### config.mk
export PLATFORM = sky130hd
export DESIGN_NAME = nms_core
export DESIGN_NICKNAME = d
export VERILOG_FILES = /design/src/nms_pkg.sv /design/src/nms_core.sv
export VERILOG_INCLUDE_DIRS = /design/src /design/src/src
export SDC_FILE = /design/constraint.sdc
export NUM_CORES = 1
export LEC_CHECK = 0
export BUFFER_PORTS_ARGS = -buffer_cell sky130_fd_sc_hd__clkbuf_2
export CORE_AREA = 2 2 119 121
export CTS_CLUSTER_SIZE = 30
export DETAILED_ROUTE_END_ITERATION = 6
export DIE_AREA = 0 0 121 123
export PLACE_DENSITY_LB_ADDON = 0.08
export RECOVER_POWER = 25
export SYNTH_ARGS = -nofsm -noshare
export SYNTH_HDL_FRONTEND = slang
export SYNTH_SLANG_ARGS = --single-unit
export TNS_END_PERCENT = 1
### constraint.sdc
create_clock -name core_clk -period 2.8 [get_ports core_clk]
set_clock_uncertainty 0.1 [all_clocks]
set_input_delay 0.56 -clock core_clk [delete_from_list [all_inputs] [get_ports core_clk]]
set_output_delay 0.56 -clock core_clk [all_outputs]
set_load 0.005 [all_outputs]
### src/nms_map.svh
// Constants for the marker, correction summary and setup block.
`ifndef NMS_MAP_SVH
`define NMS_MAP_SVH
`define NMS_ERASED_BYTE    8'hff
`define NMS_SKIP_RST       8'h00
`define NMS_MARKER_RST     8'hff
`define NMS_WAIT_RST       16'h01f4
`define NMS_MON_RST        16'h01f4
`define NMS_DEVICES        4
`endif

### src/nms_pkg.sv
// Types for the marker, correction summary and setup block.
package nms_pkg;
  typedef enum logic [1:0] {
    NMS_MODE_MAIN  = 2'b00,
    NMS_MODE_SPARE = 2'b01,
    NMS_MODE_MS    = 2'b10
  } nms_mode_t;
  typedef enum logic [1:0] {
    NMS_ST_CLEAN   = 2'b00,
    NMS_ST_CORR    = 2'b01,
    NMS_ST_UNCORR  = 2'b10
  } nms_class_t;
  typedef struct packed {
    logic       valid;
    logic [7:0] data;
  } nms_byte_t;
  typedef struct packed {
    logic [7:0] peak_corrections;
    logic       uncorrectable_flag;
    nms_class_t status;
  } nms_summary_t;
  typedef struct packed {
    logic [15:0] load_wait;
    logic [15:0] program_wait;
    logic [15:0] erase_wait;
    logic [15:0] monitor_interval;
  } nms_poll_t;
endpackage : nms_pkg

### src/nms_core.sv
// Bad-block marker handling, correction summary and device setup holding.
// Notes on behaviour
// - Marker byte not 0xff means bad block.
// - Spare spill starts at skip count offset.
// - Skip count resets zero; zero skips nothing.
// - Main mode writes fill value into skipped bytes.
// - Fill value is an eight-bit field.
// - Spare mode passes data unchanged both ways.
// - Main+spare keeps host marker bytes, spill not offset.
// - Report peak corrections of any sector.
// - Classify transaction uncorrectable, correctable or clean.
// - Per-device ready/busy or polling selection bit.
// - Polling uses programmable wait cycle counts.
// - Boot preset sets two-row-address flag once after reset release.
// - Main mode with ECC strips check bytes on reads.
`timescale 1ns/100ps
`include "nms_map.svh"
module nms_core (
  input  wire logic                   core_clk,          // Controller clock, 25 MHz.
  input  wire logic                   rst_n,             // Synchronous reset, active low.
  input  wire logic                   clk_en,            // Freezes all state while low.
  input  wire nms_pkg::nms_mode_t     xfer_mode,         // Page transfer mode.
  input  wire logic                   ecc_enable,        // ECC engine enabled.
  input  wire logic                   page_write,        // High for a page write.
  input  wire logic [7:0]             skip_bytes_in,     // Marker skip count setting.
  input  wire logic [7:0]             marker_in,         // Marker fill value setting.
  input  wire logic                   cfg_write,         // Load skip and fill settings.
  input  wire logic                   in_spare,          // Stream position is in spare.
  input  wire logic [7:0]             spare_offset,      // Byte offset in spare area.
  input  wire logic                   ecc_byte,          // Current byte is ECC check.
  input  wire nms_pkg::nms_byte_t     up_byte,           // Byte arriving from source.
  output nms_pkg::nms_byte_t          dn_byte,           // Byte sent toward target.
  output logic                        stream_hold,       // Source holds byte this cycle.
  input  wire logic                   marker_check,      // Current read byte is a marker.
  output logic                        bad_block,         // Sticky bad-marker seen.
  input  wire logic                   xact_start,        // New transaction begins.
  input  wire logic                   sector_done,       // Sector correction result valid.
  input  wire logic [7:0]             sector_corr,       // Corrections in that sector.
  input  wire logic                   sector_uncorr,     // Sector uncorrectable.
  input  wire logic                   xact_end,          // Correction of transaction done.
  output nms_pkg::nms_summary_t       correction_summary, // Per-transaction summary.
  output logic                        summary_valid,     // Summary complete.
  input  wire logic [`NMS_DEVICES-1:0] readybusy_in,     // Per-device selection setting.
  input  wire logic [`NMS_DEVICES-1:0] dev_idle,         // Device has nothing outstanding.
  input  wire logic                   rb_write,          // Load selection setting.
  output logic [`NMS_DEVICES-1:0]     readybusy_select,  // 1 selects ready/busy pin.
  input  wire nms_pkg::nms_poll_t     poll_in,           // Polling counts setting.
  input  wire logic                   poll_write,        // Load polling counts.
  output nms_pkg::nms_poll_t          poll_cfg,          // Held polling counts.
  input  wire logic [1:0]             poll_kind,         // 0 load, 1 program, 2 erase.
  input  wire logic                   poll_start,        // Begin a status-poll wait.
  output logic                        poll_issue,        // Pulse: issue status read.
  input  wire logic                   boot_two_row,      // Boot preset pin.
  input  wire logic                   two_row_wr,        // Write two-row flag.
  input  wire logic                   two_row_val,       // Value for two-row flag.
  output logic                        two_row_flag       // Two row address cycles.
);
  import nms_pkg::*;

  logic [7:0]   skip_ff;
  logic [7:0]   marker_ff;
  nms_byte_t    dn_ff;
  logic         bad_ff;
  nms_summary_t sum_ff;
  logic         sumv_ff;
  logic [3:0]   rbsel_ff;
  nms_poll_t    poll_ff;
  logic [15:0]  pcnt_ff;
  logic         pbusy_ff;
  logic         pissue_ff;
  logic         two_ff;
  logic         boot_s1_ff;
  logic         boot_s2_ff;
  logic         init_ff;

  function automatic logic [7:0] max8(input logic [7:0] a, input logic [7:0] b);
    max8 = (a > b) ? a : b;
  endfunction : max8

  // Skip window applies only to spare bytes of main-style writes.
  wire in_skip   = page_write && in_spare && (spare_offset < skip_ff);
  wire mode_main = (xfer_mode == NMS_MODE_MAIN);
  wire mode_ms   = (xfer_mode == NMS_MODE_MS);
  // Main mode overwrites the marker window with the fill value.
  wire fill_now  = mode_main && in_skip;
  // Main+spare never holds the source and passes the window through as host data; the spill
  // start is therefore not delayed by the skip count. Markers are the host's bytes.
  wire strip_now = mode_main && ecc_enable && ecc_byte && !page_write;
  wire drop_byte = strip_now;
  assign stream_hold = fill_now;
  wire [7:0] out_data = fill_now ? marker_ff : up_byte.data;
  wire       out_vld  = fill_now | (up_byte.valid & ~drop_byte);

  always_ff @(posedge core_clk) begin
    if (!rst_n) begin
      skip_ff   <= `NMS_SKIP_RST;
      marker_ff <= `NMS_MARKER_RST;
    end else if (clk_en && cfg_write) begin
      skip_ff   <= skip_bytes_in;
      marker_ff <= marker_in;
    end
  end

  always_ff @(posedge core_clk) begin
    if (!rst_n) begin
      dn_ff <= '0;
    end else if (clk_en) begin
      dn_ff <= '{valid: out_vld, data: out_data};
    end
  end
  assign dn_byte = dn_ff;

  // Any marker other than erased flags a bad block; cleared at transaction start.
  wire bad_hit = marker_check && up_byte.valid && (up_byte.data != `NMS_ERASED_BYTE);
  always_ff @(posedge core_clk) begin
    if (!rst_n) begin
      bad_ff <= 1'b0;
    end else if (clk_en) begin
      bad_ff <= bad_hit | (bad_ff & ~xact_start);
    end
  end
  assign bad_block = bad_ff;

  // A sector result in the start cycle belongs to the new transaction.
  wire [7:0] base_peak = xact_start ? 8'h00 : sum_ff.peak_corrections;
  wire       base_unc  = xact_start ? 1'b0 : sum_ff.uncorrectable_flag;
  wire       base_cor  = xact_start ? 1'b0 : (sum_ff.status == NMS_ST_CORR);
  wire [7:0] nxt_peak  = sector_done ? max8(base_peak, sector_corr) : base_peak;
  wire       nxt_unc   = base_unc | (sector_done & sector_uncorr);
  wire       nxt_cor   = base_cor | (sector_done & ~sector_uncorr & (sector_corr != 8'h00));
  wire nms_class_t nxt_cls = nxt_unc ? NMS_ST_UNCORR :
                             (nxt_cor ? NMS_ST_CORR : NMS_ST_CLEAN);
  always_ff @(posedge core_clk) begin
    if (!rst_n) begin
      sum_ff  <= '0;
      sumv_ff <= 1'b0;
    end else if (clk_en) begin
      sum_ff  <= '{peak_corrections: nxt_peak, uncorrectable_flag: nxt_unc, status: nxt_cls};
      sumv_ff <= xact_end | (sumv_ff & ~xact_start);
    end
  end
  assign correction_summary = sum_ff;
  assign summary_valid      = sumv_ff;

  // Only idle devices take a new selection, which keeps in-flight waits consistent.
  wire [3:0] nxt_rbsel = (readybusy_in & dev_idle) | (rbsel_ff & ~dev_idle);
  always_ff @(posedge core_clk) begin
    if (!rst_n) begin
      rbsel_ff <= 4'h0;
      poll_ff  <= '{`NMS_WAIT_RST, `NMS_WAIT_RST, `NMS_WAIT_RST, `NMS_MON_RST};
    end else if (clk_en) begin
      if (rb_write) begin
        rbsel_ff <= nxt_rbsel;
      end
      if (poll_write) begin
        poll_ff <= poll_in;
      end
    end
  end
  assign readybusy_select = rbsel_ff;
  assign poll_cfg         = poll_ff;

  // First wait uses the operation count, repeats use the monitor interval.
  wire [15:0] first_cnt = (poll_kind == 2'd0) ? poll_ff.load_wait :
                          (poll_kind == 2'd1) ? poll_ff.program_wait :
                          poll_ff.erase_wait;
  wire        pexp      = pbusy_ff && (pcnt_ff <= 16'h0001);
  always_ff @(posedge core_clk) begin
    if (!rst_n) begin
      pcnt_ff   <= 16'h0000;
      pbusy_ff  <= 1'b0;
      pissue_ff <= 1'b0;
    end else if (clk_en) begin
      pissue_ff <= pexp;
      if (poll_start) begin
        pbusy_ff <= 1'b1;
        pcnt_ff  <= first_cnt;
      end else if (pexp) begin
        pcnt_ff  <= poll_ff.monitor_interval;
      end else if (pbusy_ff) begin
        pcnt_ff  <= pcnt_ff - 16'h0001;
      end
    end
  end
  assign poll_issue = pissue_ff;

  // The preset synchroniser keeps running through reset. Were it cleared with the rest,
  // the single sample taken after release would always see zero and lose the preset.
  always_ff @(posedge core_clk) begin
    if (clk_en) begin
      boot_s1_ff <= boot_two_row;
      boot_s2_ff <= boot_s1_ff;
    end
  end

  // Boot preset is a pin, so only its synchronised copy is sampled once after release.
  always_ff @(posedge core_clk) begin
    if (!rst_n) begin
      init_ff    <= 1'b1;
      two_ff     <= 1'b0;
    end else if (clk_en) begin
      init_ff    <= 1'b0;
      if (two_row_wr) begin
        two_ff <= two_row_val;
      end else if (init_ff) begin
        two_ff <= boot_s2_ff;
      end
    end
  end
  assign two_row_flag = two_ff;
endmodule : nms_core

==> results of run 1 <==
cells by family after synthesis:
logic type | count (synthesis) | share of synthesized area
AND/OR/NAND/NOR | 290 | 0.220
AO/OA/AOI/OAI | 154 | 0.178
flip-flops | 127 | 0.426
buffers and inverters | 69 | 0.0454
multiplexers | 43 | 0.0755
adder cells (fa/ha/maj) | 17 | 0.0354
XOR/XNOR | 13 | 0.0189
Yosys cell counts (all sizes together) (17+ instances only):
master and instances:
inv 22, nand2 184, a21boi 49, nand3 40
dfxtp 125, a21oi 24, o21ai 26, nor2b 17
ha 17, clkbuf 42, mux2i 24, mux2 19
flip-flops by register name, indices dropped and copies added (netlist names), named ones only:
signal and cells:
two_row_flag 1, init_ff 1, pcnt_ff 16, poll_issue 1
dn_byte 9, boot_s1_ff 1, correction_summary 10, pbusy_ff 1
summary_valid 1, boot_s2_ff 1, skip_ff 8, poll_cfg 64
marker_ff 8, bad_block 1
where the power goes:
group	switching (uW)	total (uW)	leakage [uW]	internal [uW]
combinational	359	673	0.00235	313
sequential	86.4	2010	0.00105	1920
clock	755	2240	0.000300	1480
cell type report:
| class | instances | area share |
|---|---|---|
| Inverter | 22 | 0.0105 |
| Multi-Input combinational cell | 517 | 0.404 |
| Clock buffer | 28 | 0.0682 |
| Antenna cell | 1 | 0.000317 |
| Tap cell | 180 | 0.0286 |
| Clock inverter | 4 | 0.00889 |
| Sequential cell | 127 | 0.325 |
| Timing Repair Buffer | 239 | 0.154 |
per-layer routing:
layer	track usage	wire, um	up-vias
met5	0	0	-
met4	0.0872	227	0
met3	0.0544	1200	17
met2	0.370	7920	204
met1	0.310	7710	2630
li1	-	-	2902
path summary, 6_finish.rpt:
check	from	endpoint	cells past startpoint
worst max-delay path	skip_ff[5]	stream_hold	7
worst min-delay path	boot_two_row	boot_s1_ff	1
worst max register to register	pcnt_ff[3]	pcnt_ff[15]	5
worst min register to register	boot_s1_ff	boot_s2_ff	0
repair_timing:
action / in CTS / in global routing
gates resized for setup: 0 / 2
buffers inserted: 0 / 0
setup endpoints to repair: 0 / 1
worst max-delay path, cell delays in order (launching register included):
cell       delay, ps
dfxtp_1          320
inv_1             60
ha_1             320
a2111oi_0        380
nor3_1            90
a21o_1           190
inv_2             50
clkbuf_2         100
metrics by stage:
| stage | setup slack (ps) | util | area [um^2] |
|---|---|---|---|
| 2_1_floorplan | 328 | - | 6010 |
| 3_3_place_gp | 384 | 0.537 | 7300 |
| 3_5_place_dp | 268 | 0.537 | 7300 |
| 4_1_cts | 84.8 | 0.581 | 7910 |
| 5_1_grt | 73.7 | 0.579 | 7890 |
| 6_report | 208 | 0.579 | 7890 |
==> metrics.yaml, run 1 <==
worst_hold_path:
  worstHoldPathType: "in -> reg"
floorplanning:
  io_pins: 229
  dieHeight_um: 123
  core_region_area_um2: 13600
  row_count: 43
  fp.dieW_um: 121
  initial_utilization: 0.442
  die-area_um2: 14900
logic_synthesis:
  synth-main-ff-cell: "dfxtp_1"
  yosysSeqAreaShare: 0.426
  synthTopCellsByArea: "dfxtp_1 42%, nand2_1 11%, a21boi_1 6.1%"
  async_flop_share: 0
  synth_edf_count: 2
  yosysTopAreaCellShare: 0.416
  ys_types: 58
  syn-num-nets: 866
  yosysWarnings: 0
  synthesis.area_um2: 6010
  yosys.area.top_type: "dfxtp_1"
  ys_ff_latch: 127
  syn_inst: 713
  avgSynthCellArea_um2: 8.44
clocking:
  root_buffer: "clkbuf_16"
  clkLatencyLatePin_ps: 410
  cts_buffer_depth: 2
  ctsHoldBuffers: 0
  cts_tree: "done"
  path_clk_slew_ps: 50
  cts_max_level: 4
  cts.sinks: 127
  cts_buffers: 17
timing:
  slew_headroom: 0.479
  worstMarginPinSlew_ps: 780
  hold_viol_final: 0
  fmax_mhz: 386
  slew_violations: 0
  finalCriticalPeriod_ps: 2590
  tns_ps: 0
  setup_viol_count_final: 0
  hold_ws_ps: 238
  rsz0062_at_grt: "false"
  period_share: 0.926
worst_setup_path:
  crit_path_end_kind: "output port"
  critPathLaunchType: "flop"
  worstPathRequired_ps: 2140
  crit_arrival_ps: 1930
  r2r_slack_ps: 510
  critPathKind: "reg -> out"
  cp_max_fo: 3
drt:
  vias: 5753
  ant_nets: 0
  dr.pass1.iters: 5
  drt_iter0_markers: 302
  route.detailed.drc: 0
  wl_mm: 17.0
  avgRoutedWirePerCell_um: 15.2
  vias_per_cell: 5.15
placement:
  place_inst: 1085
  gp_congestion: 0.850
  port_buffers: 228
  hpwl_mm: 12.7
pwr:
  power_uw: 4920
  ir_worst_vdd_mv: 0.397
  p_leak_uw: 0.00370
  cellPowerDensity_nw_per_um2: 624
final_layout:
  multi_input_area_um2: 3190
  layout_commonest_cell: "clkbuf_2"
  drive_gt1_frac: 0.297
  area.growth.synth_to_final_pct: 31.1
  final_cell_mix: "218 x clkbuf_2, 183 x nand2_1, 125 x dfxtp_1"
  nNetsFinal: 1077
  ff_latch_area_um2: 2560
  nFillCells: 1292
  finalNonFillerCells: 1118
grt:
  antenna_found_initial: 1
  grt-ovfl-total: 0
  grt_pass1_wl_mm: 27.4
  grt_pass1_vias: 5570
  grt_usage: 0.233
  grt_max_degree: 65
flow_run:
  cap_violations: 0
run_status:
  status: "finished clean"
Note: power is estimated with default switching activity, not from simulation.
==> inputs of run 2 (changes only) <==
--- a/config.mk
+++ b/config.mk
@@ -11,8 +11,9 @@
 export CTS_CLUSTER_SIZE = 30
 export DETAILED_ROUTE_END_ITERATION = 6
 export DIE_AREA = 0 0 121 123
+export HOLD_SLACK_MARGIN = 0.02
 export PLACE_DENSITY_LB_ADDON = 0.08
-export RECOVER_POWER = 25
+export RECOVER_POWER = 100
 export SYNTH_ARGS = -nofsm -noshare
 export SYNTH_HDL_FRONTEND = slang
 export SYNTH_SLANG_ARGS = --single-unit
==> run 2 against run 1 <==
  * Maximum frequency barely moved
  * Largest power group unchanged
  * Critical path depth is the same
  * Non-clock buffer count stayed put
  * Final area shrank 1.0%
  * Sequential cell count stayed put
  * Largest cell class unchanged
  * Utilization down 0.59 points
  * Global-route usage did not move
  * Final cell count unchanged
  * Sequential power about the same
  * Wire length rose by 0.11%
==> metrics.yaml, run 2 (synthesis gave the netlist of run 1 again) <==
clocking:
  cts_tree: "done"
  path_clk_slew_ps: 50
  cts_buffer_depth: 2
  cts_buffers: 17
  ctsHoldBuffers: 0
  cts_setup_buffers: 0
  ctsResizeCount: 0
  root_buffer: "clkbuf_16"
  clkLatencyLatePin_ps: 410
  cts.sinks: 127
  cts_max_level: 4
pwr:
  power_uw: 4900
  cellPowerDensity_nw_per_um2: 628
  ir_worst_vdd_mv: 0.404
  p_leak_uw: 0.00351
timing:
  hold_viol_final: 0
  finalCriticalPeriod_ps: 2590
  fin_ws_ps: 211
  worstMarginPinSlew_ps: 903
  period_share: 0.925
  setup_viol_count_final: 0
  slew_headroom: 0.398
  rsz0062_at_grt: "false"
  fmax_mhz: 386
  slew_violations: 0
  tns_ps: 0
final_layout:
  finalNonFillerCells: 1118
  final_area_um2: 7800
  final_cell_mix: "184 x nand2_1, 169 x clkbuf_2, 125 x dfxtp_1"
  area.growth.synth_to_final_pct: 29.8
  layout_commonest_cell: "nand2_1"
  nNetsFinal: 1077
  largest_register_ffs: 64
  drive_gt1_frac: 0.238
grt:
  grt_pass1_vias: 5570
  grt.busiest_layer: "met2"
  antenna_found_initial: 1
  grt_pass1_wl_mm: 27.4
  grt-ovfl-total: 0
  grt_use_met3: 0.0544
  grt_usage: 0.233
  grt_max_degree: 65
  use_met2: 0.370
  grtUsageMet1: 0.310
placement:
  gp_congestion: 0.850
  port_buffers: 228
  dpl_cell_area_um2: 7300
  place_worst_setup_slack_ps: 268
  hpwl_mm: 12.7
  place_inst: 1085
drt:
  wl_mm: 17.1
  avgRoutedWirePerCell_um: 15.3
  drt_iter0_markers: 280
  ant_nets: 0
  vias: 5760
  dr.pass1.iters: 5
  route.detailed.drc: 0
  vias_per_cell: 5.15
floorplanning:
  die-area_um2: 14900
  row_count: 43
  fp.dieW_um: 121
  initial_utilization: 0.442
  dieHeight_um: 123
  io_pins: 229
  core_region_area_um2: 13600
worst_hold_path:
  holdCritStartpoint: "boot_two_row"
  hold_path_end: "boot_s1_ff"
  hold_depth: 1
  worstHoldPathType: "in -> reg"
worst_setup_path:
  rr_endpoint: "pcnt_ff[15]"
  cp_max_fo: 3
  worstPathRequired_ps: 2140
  r2r_start: "pcnt_ff[3]"
  critPathLaunchType: "flop"
  crit_arrival_ps: 1930
  critPathKind: "reg -> out"
  r2r_slack_ps: 320
  r2r_cells: 5
  crit_path_end_kind: "output port"
run_status:
  status: "finished clean"
flow_run:
  cap_violations: 0
[run 2: layer usage]
metal / vias to the layer above / share of wire
met3: 24 / 0.064
met4: 0 / 0.018
met5: - / 0
li1: 2908 / -
met2: 187 / 0.46
met1: 2641 / 0.46
[run 2: how the worst max path moves through the flow]
stage,start,to,slack (ps),depth (start not counted)
finish,skip_ff[5],stream_hold,210,7
CTS,skip_ff[5],stream_hold,80,7
detailed placement,spare_offset[5],stream_hold,270,7
global placement,spare_offset[5],stream_hold,380,7
floorplan,spare_offset[5],stream_hold,330,6
global route,clk_en,skip_ff[7],70,5
[run 2: where the power goes]
part           switching (uW)  internal (uW)  total (uW)
logic                     357            300         657
registers                85.9           1920        2010
clock network             759           1480        2240
total                    1200           3700        4900
[run 2: through the flow]
stage / hold WS [ps] / util
2_1_floorplan: 300 / -
3_3_place_gp: 311 / 0.537
3_5_place_dp: 328 / 0.537
4_1_cts: 217 / 0.581
5_1_grt: 225 / 0.573
6_report: 233 / 0.573
[run 2: worst max-delay path, stage by stage, from the launching register on]
cell and delay (ps):
dfxtp_1 330, inv_1 70, ha_1 320, a2111oi_0 380, nor3_1 90, a21o_1 180
clkinv_1 50, clkbuf_2 100
[run 2: area by class of cell]
type / count / area [um^2]
clock inverters: 4 / 70.1
inverters: 22 / 82.6
well taps: 180 / 225
diodes: 1 / 2.50
fillers: 1321 / 5810
flip-flops and latches: 127 / 2560
repair buffers: 239 / 1150
multi-input cells: 517 / 3170
clock buffers: 28 / 538
==> inputs of run 3 (changes only) <==
--- a/config.mk
+++ b/config.mk
@@ -14,6 +14,7 @@
 export HOLD_SLACK_MARGIN = 0.02
 export PLACE_DENSITY_LB_ADDON = 0.08
 export RECOVER_POWER = 100
+export REMOVE_ABC_BUFFERS = 1
 export SYNTH_ARGS = -nofsm -noshare
 export SYNTH_HDL_FRONTEND = slang
 export SYNTH_SLANG_ARGS = --single-unit
==> run 3 against run 2 <==
  * Register-to-register slack hardly changed
  * Global-route usage is 1.2 points lower
  * Clock power is 8% higher
  * Worst setup slack better by 20 ps
  * Non-clock buffer count is 1 higher
  * Final cell count stayed put
  * Final area is 0.80% higher
  * Sequential power hardly changed
  * Critical endpoint unchanged
==> metrics.yaml, run 3 (synthesis gave the netlist of run 1 again) <==
timing:
  tns_ps: 0
  hold_viol_final: 0
  setup_viol_count_final: 0
  finalCriticalPeriod_ps: 2570
  rsz0062_at_grt: "false"
  slew_headroom: 0.264
  slew_violations: 0
  worstMarginPinSlew_ps: 1100
  fin_ws_ps: 230
  period_share: 0.918
  fmax_mhz: 389
flow_run:
  cap_violations: 0
placement:
  dpl_cell_area_um2: 7310
  place_inst: 1086
  port_buffers: 228
  gp_congestion: 0.854
  place_worst_setup_slack_ps: 344
  hpwl_mm: 12.3
clocking:
  cts_buffer_depth: 2
  cts_setup_buffers: 0
  clkLatencyLatePin_ps: 410
  ctsResizeCount: 0
  cts_tree: "done"
  cts.sinks: 127
  ctsHoldBuffers: 0
  cts_buffers: 17
  path_clk_slew_ps: 60
  root_buffer: "clkbuf_16"
  cts_max_level: 4
floorplanning:
  core_region_area_um2: 13600
  dieHeight_um: 123
  fp.dieW_um: 121
  initial_utilization: 0.442
  io_pins: 229
  die-area_um2: 14900
  row_count: 43
worst_setup_path:
  worstPathRequired_ps: 2140
  crit_family: "compound AO/OA/AOI/OAI gates"
  critPathLaunchType: "flop"
  cp_max_fo: 3
  critPathKind: "reg -> out"
  crit_arrival_ps: 1910
  crit_path_end_kind: "output port"
  path_cells: "inv_1, ha_1, a2111oi_0, nor3_1, a21o_1, inv_2, clkbuf_2"
  critPathSlowestCell: "a2111oi_0"
  critPathMaxStageDelay_ps: 410
  path_buf_inv: 3
pwr:
  cellPowerDensity_nw_per_um2: 647
  power_uw: 5090
  p_leak_uw: 0.00356
  ir_worst_vdd_mv: 0.388
drt:
  ant_nets: 0
  avgRoutedWirePerCell_um: 14.7
  wl_mm: 16.4
  drt_iter0_markers: 271
  dr.pass1.iters: 4
  route.detailed.drc: 0
  vias: 5808
  vias_per_cell: 5.19
grt:
  grt_pass1_wl_mm: 26.1
  antenna_found_initial: 0
  grt_max_degree: 60
  grt_pass1_vias: 5460
  grt-ovfl-total: 0
  grt_usage: 0.221
final_layout:
  final_cell_mix: "184 x nand2_1, 181 x clkbuf_2, 125 x dfxtp_1"
  largest_register_ffs: 64
  final_area_um2: 7870
  nFillCells: 1287
  finalNonFillerCells: 1118
  layout_commonest_cell: "nand2_1"
  antenna_cells: 0
  drive_gt1_frac: 0.255
  area.growth.synth_to_final_pct: 30.8
  nNetsFinal: 1078
worst_hold_path:
  worstHoldPathType: "in -> reg"
run_status:
  status: "finished clean"
[run 3: final cells by class]
type,instances,area [um^2],area share
Clock buffer,24,523,0.0665
Inverter,22,82.6,0.0105
Sequential cell,127,2560,0.326
Timing Repair Buffer,240,1150,0.147
Multi-Input combinational cell,517,3170,0.403
Clock inverter,8,148,0.0188
Tap cell,180,225,0.0286
[run 3: where the power goes]
group,switching [uW],leakage [uW],internal [uW]
clock network,772,0.000320,1660
registers,83.3,0.00105,1920
logic,349,0.00220,299
total,1200,0.00356,3880
[run 3: metal layers]
metal / global-route usage / vias up / part of all wire
li1: - / 2909 / -
met1: 0.273 / 2696 / 0.43
met2: 0.357 / 174 / 0.47
met3: 0.0669 / 29 / 0.066
met4: 0.0996 / 0 / 0.028
met5: 0 / - / 0
[run 3: path summary, 6_finish.rpt]
kind	slack [ps]	startpoint	end	cells past startpoint
worst min register to register	340	boot_s1_ff	boot_s2_ff	0
worst min-delay path	250	poll_in[34]	poll_cfg[34]	3
worst max register to register	310	pcnt_ff[3]	pcnt_ff[8]	5
worst max-delay path	230	skip_ff[5]	stream_hold	7
[run 3: worst register-to-register path, stage by stage, from the launching register on]
cell      delay (ps)
dfxtp_1          340
or4_1            690
nor3_4           330
nand2_1          450
nor3_1           380
a211oi_2          70
[run 3: through the flow]
step,util,hold slack [ps]
2_1_floorplan,-,300
3_3_place_gp,0.537,306
3_5_place_dp,0.537,342
4_1_cts,0.586,232
5_1_grt,0.578,255
6_report,0.578,255
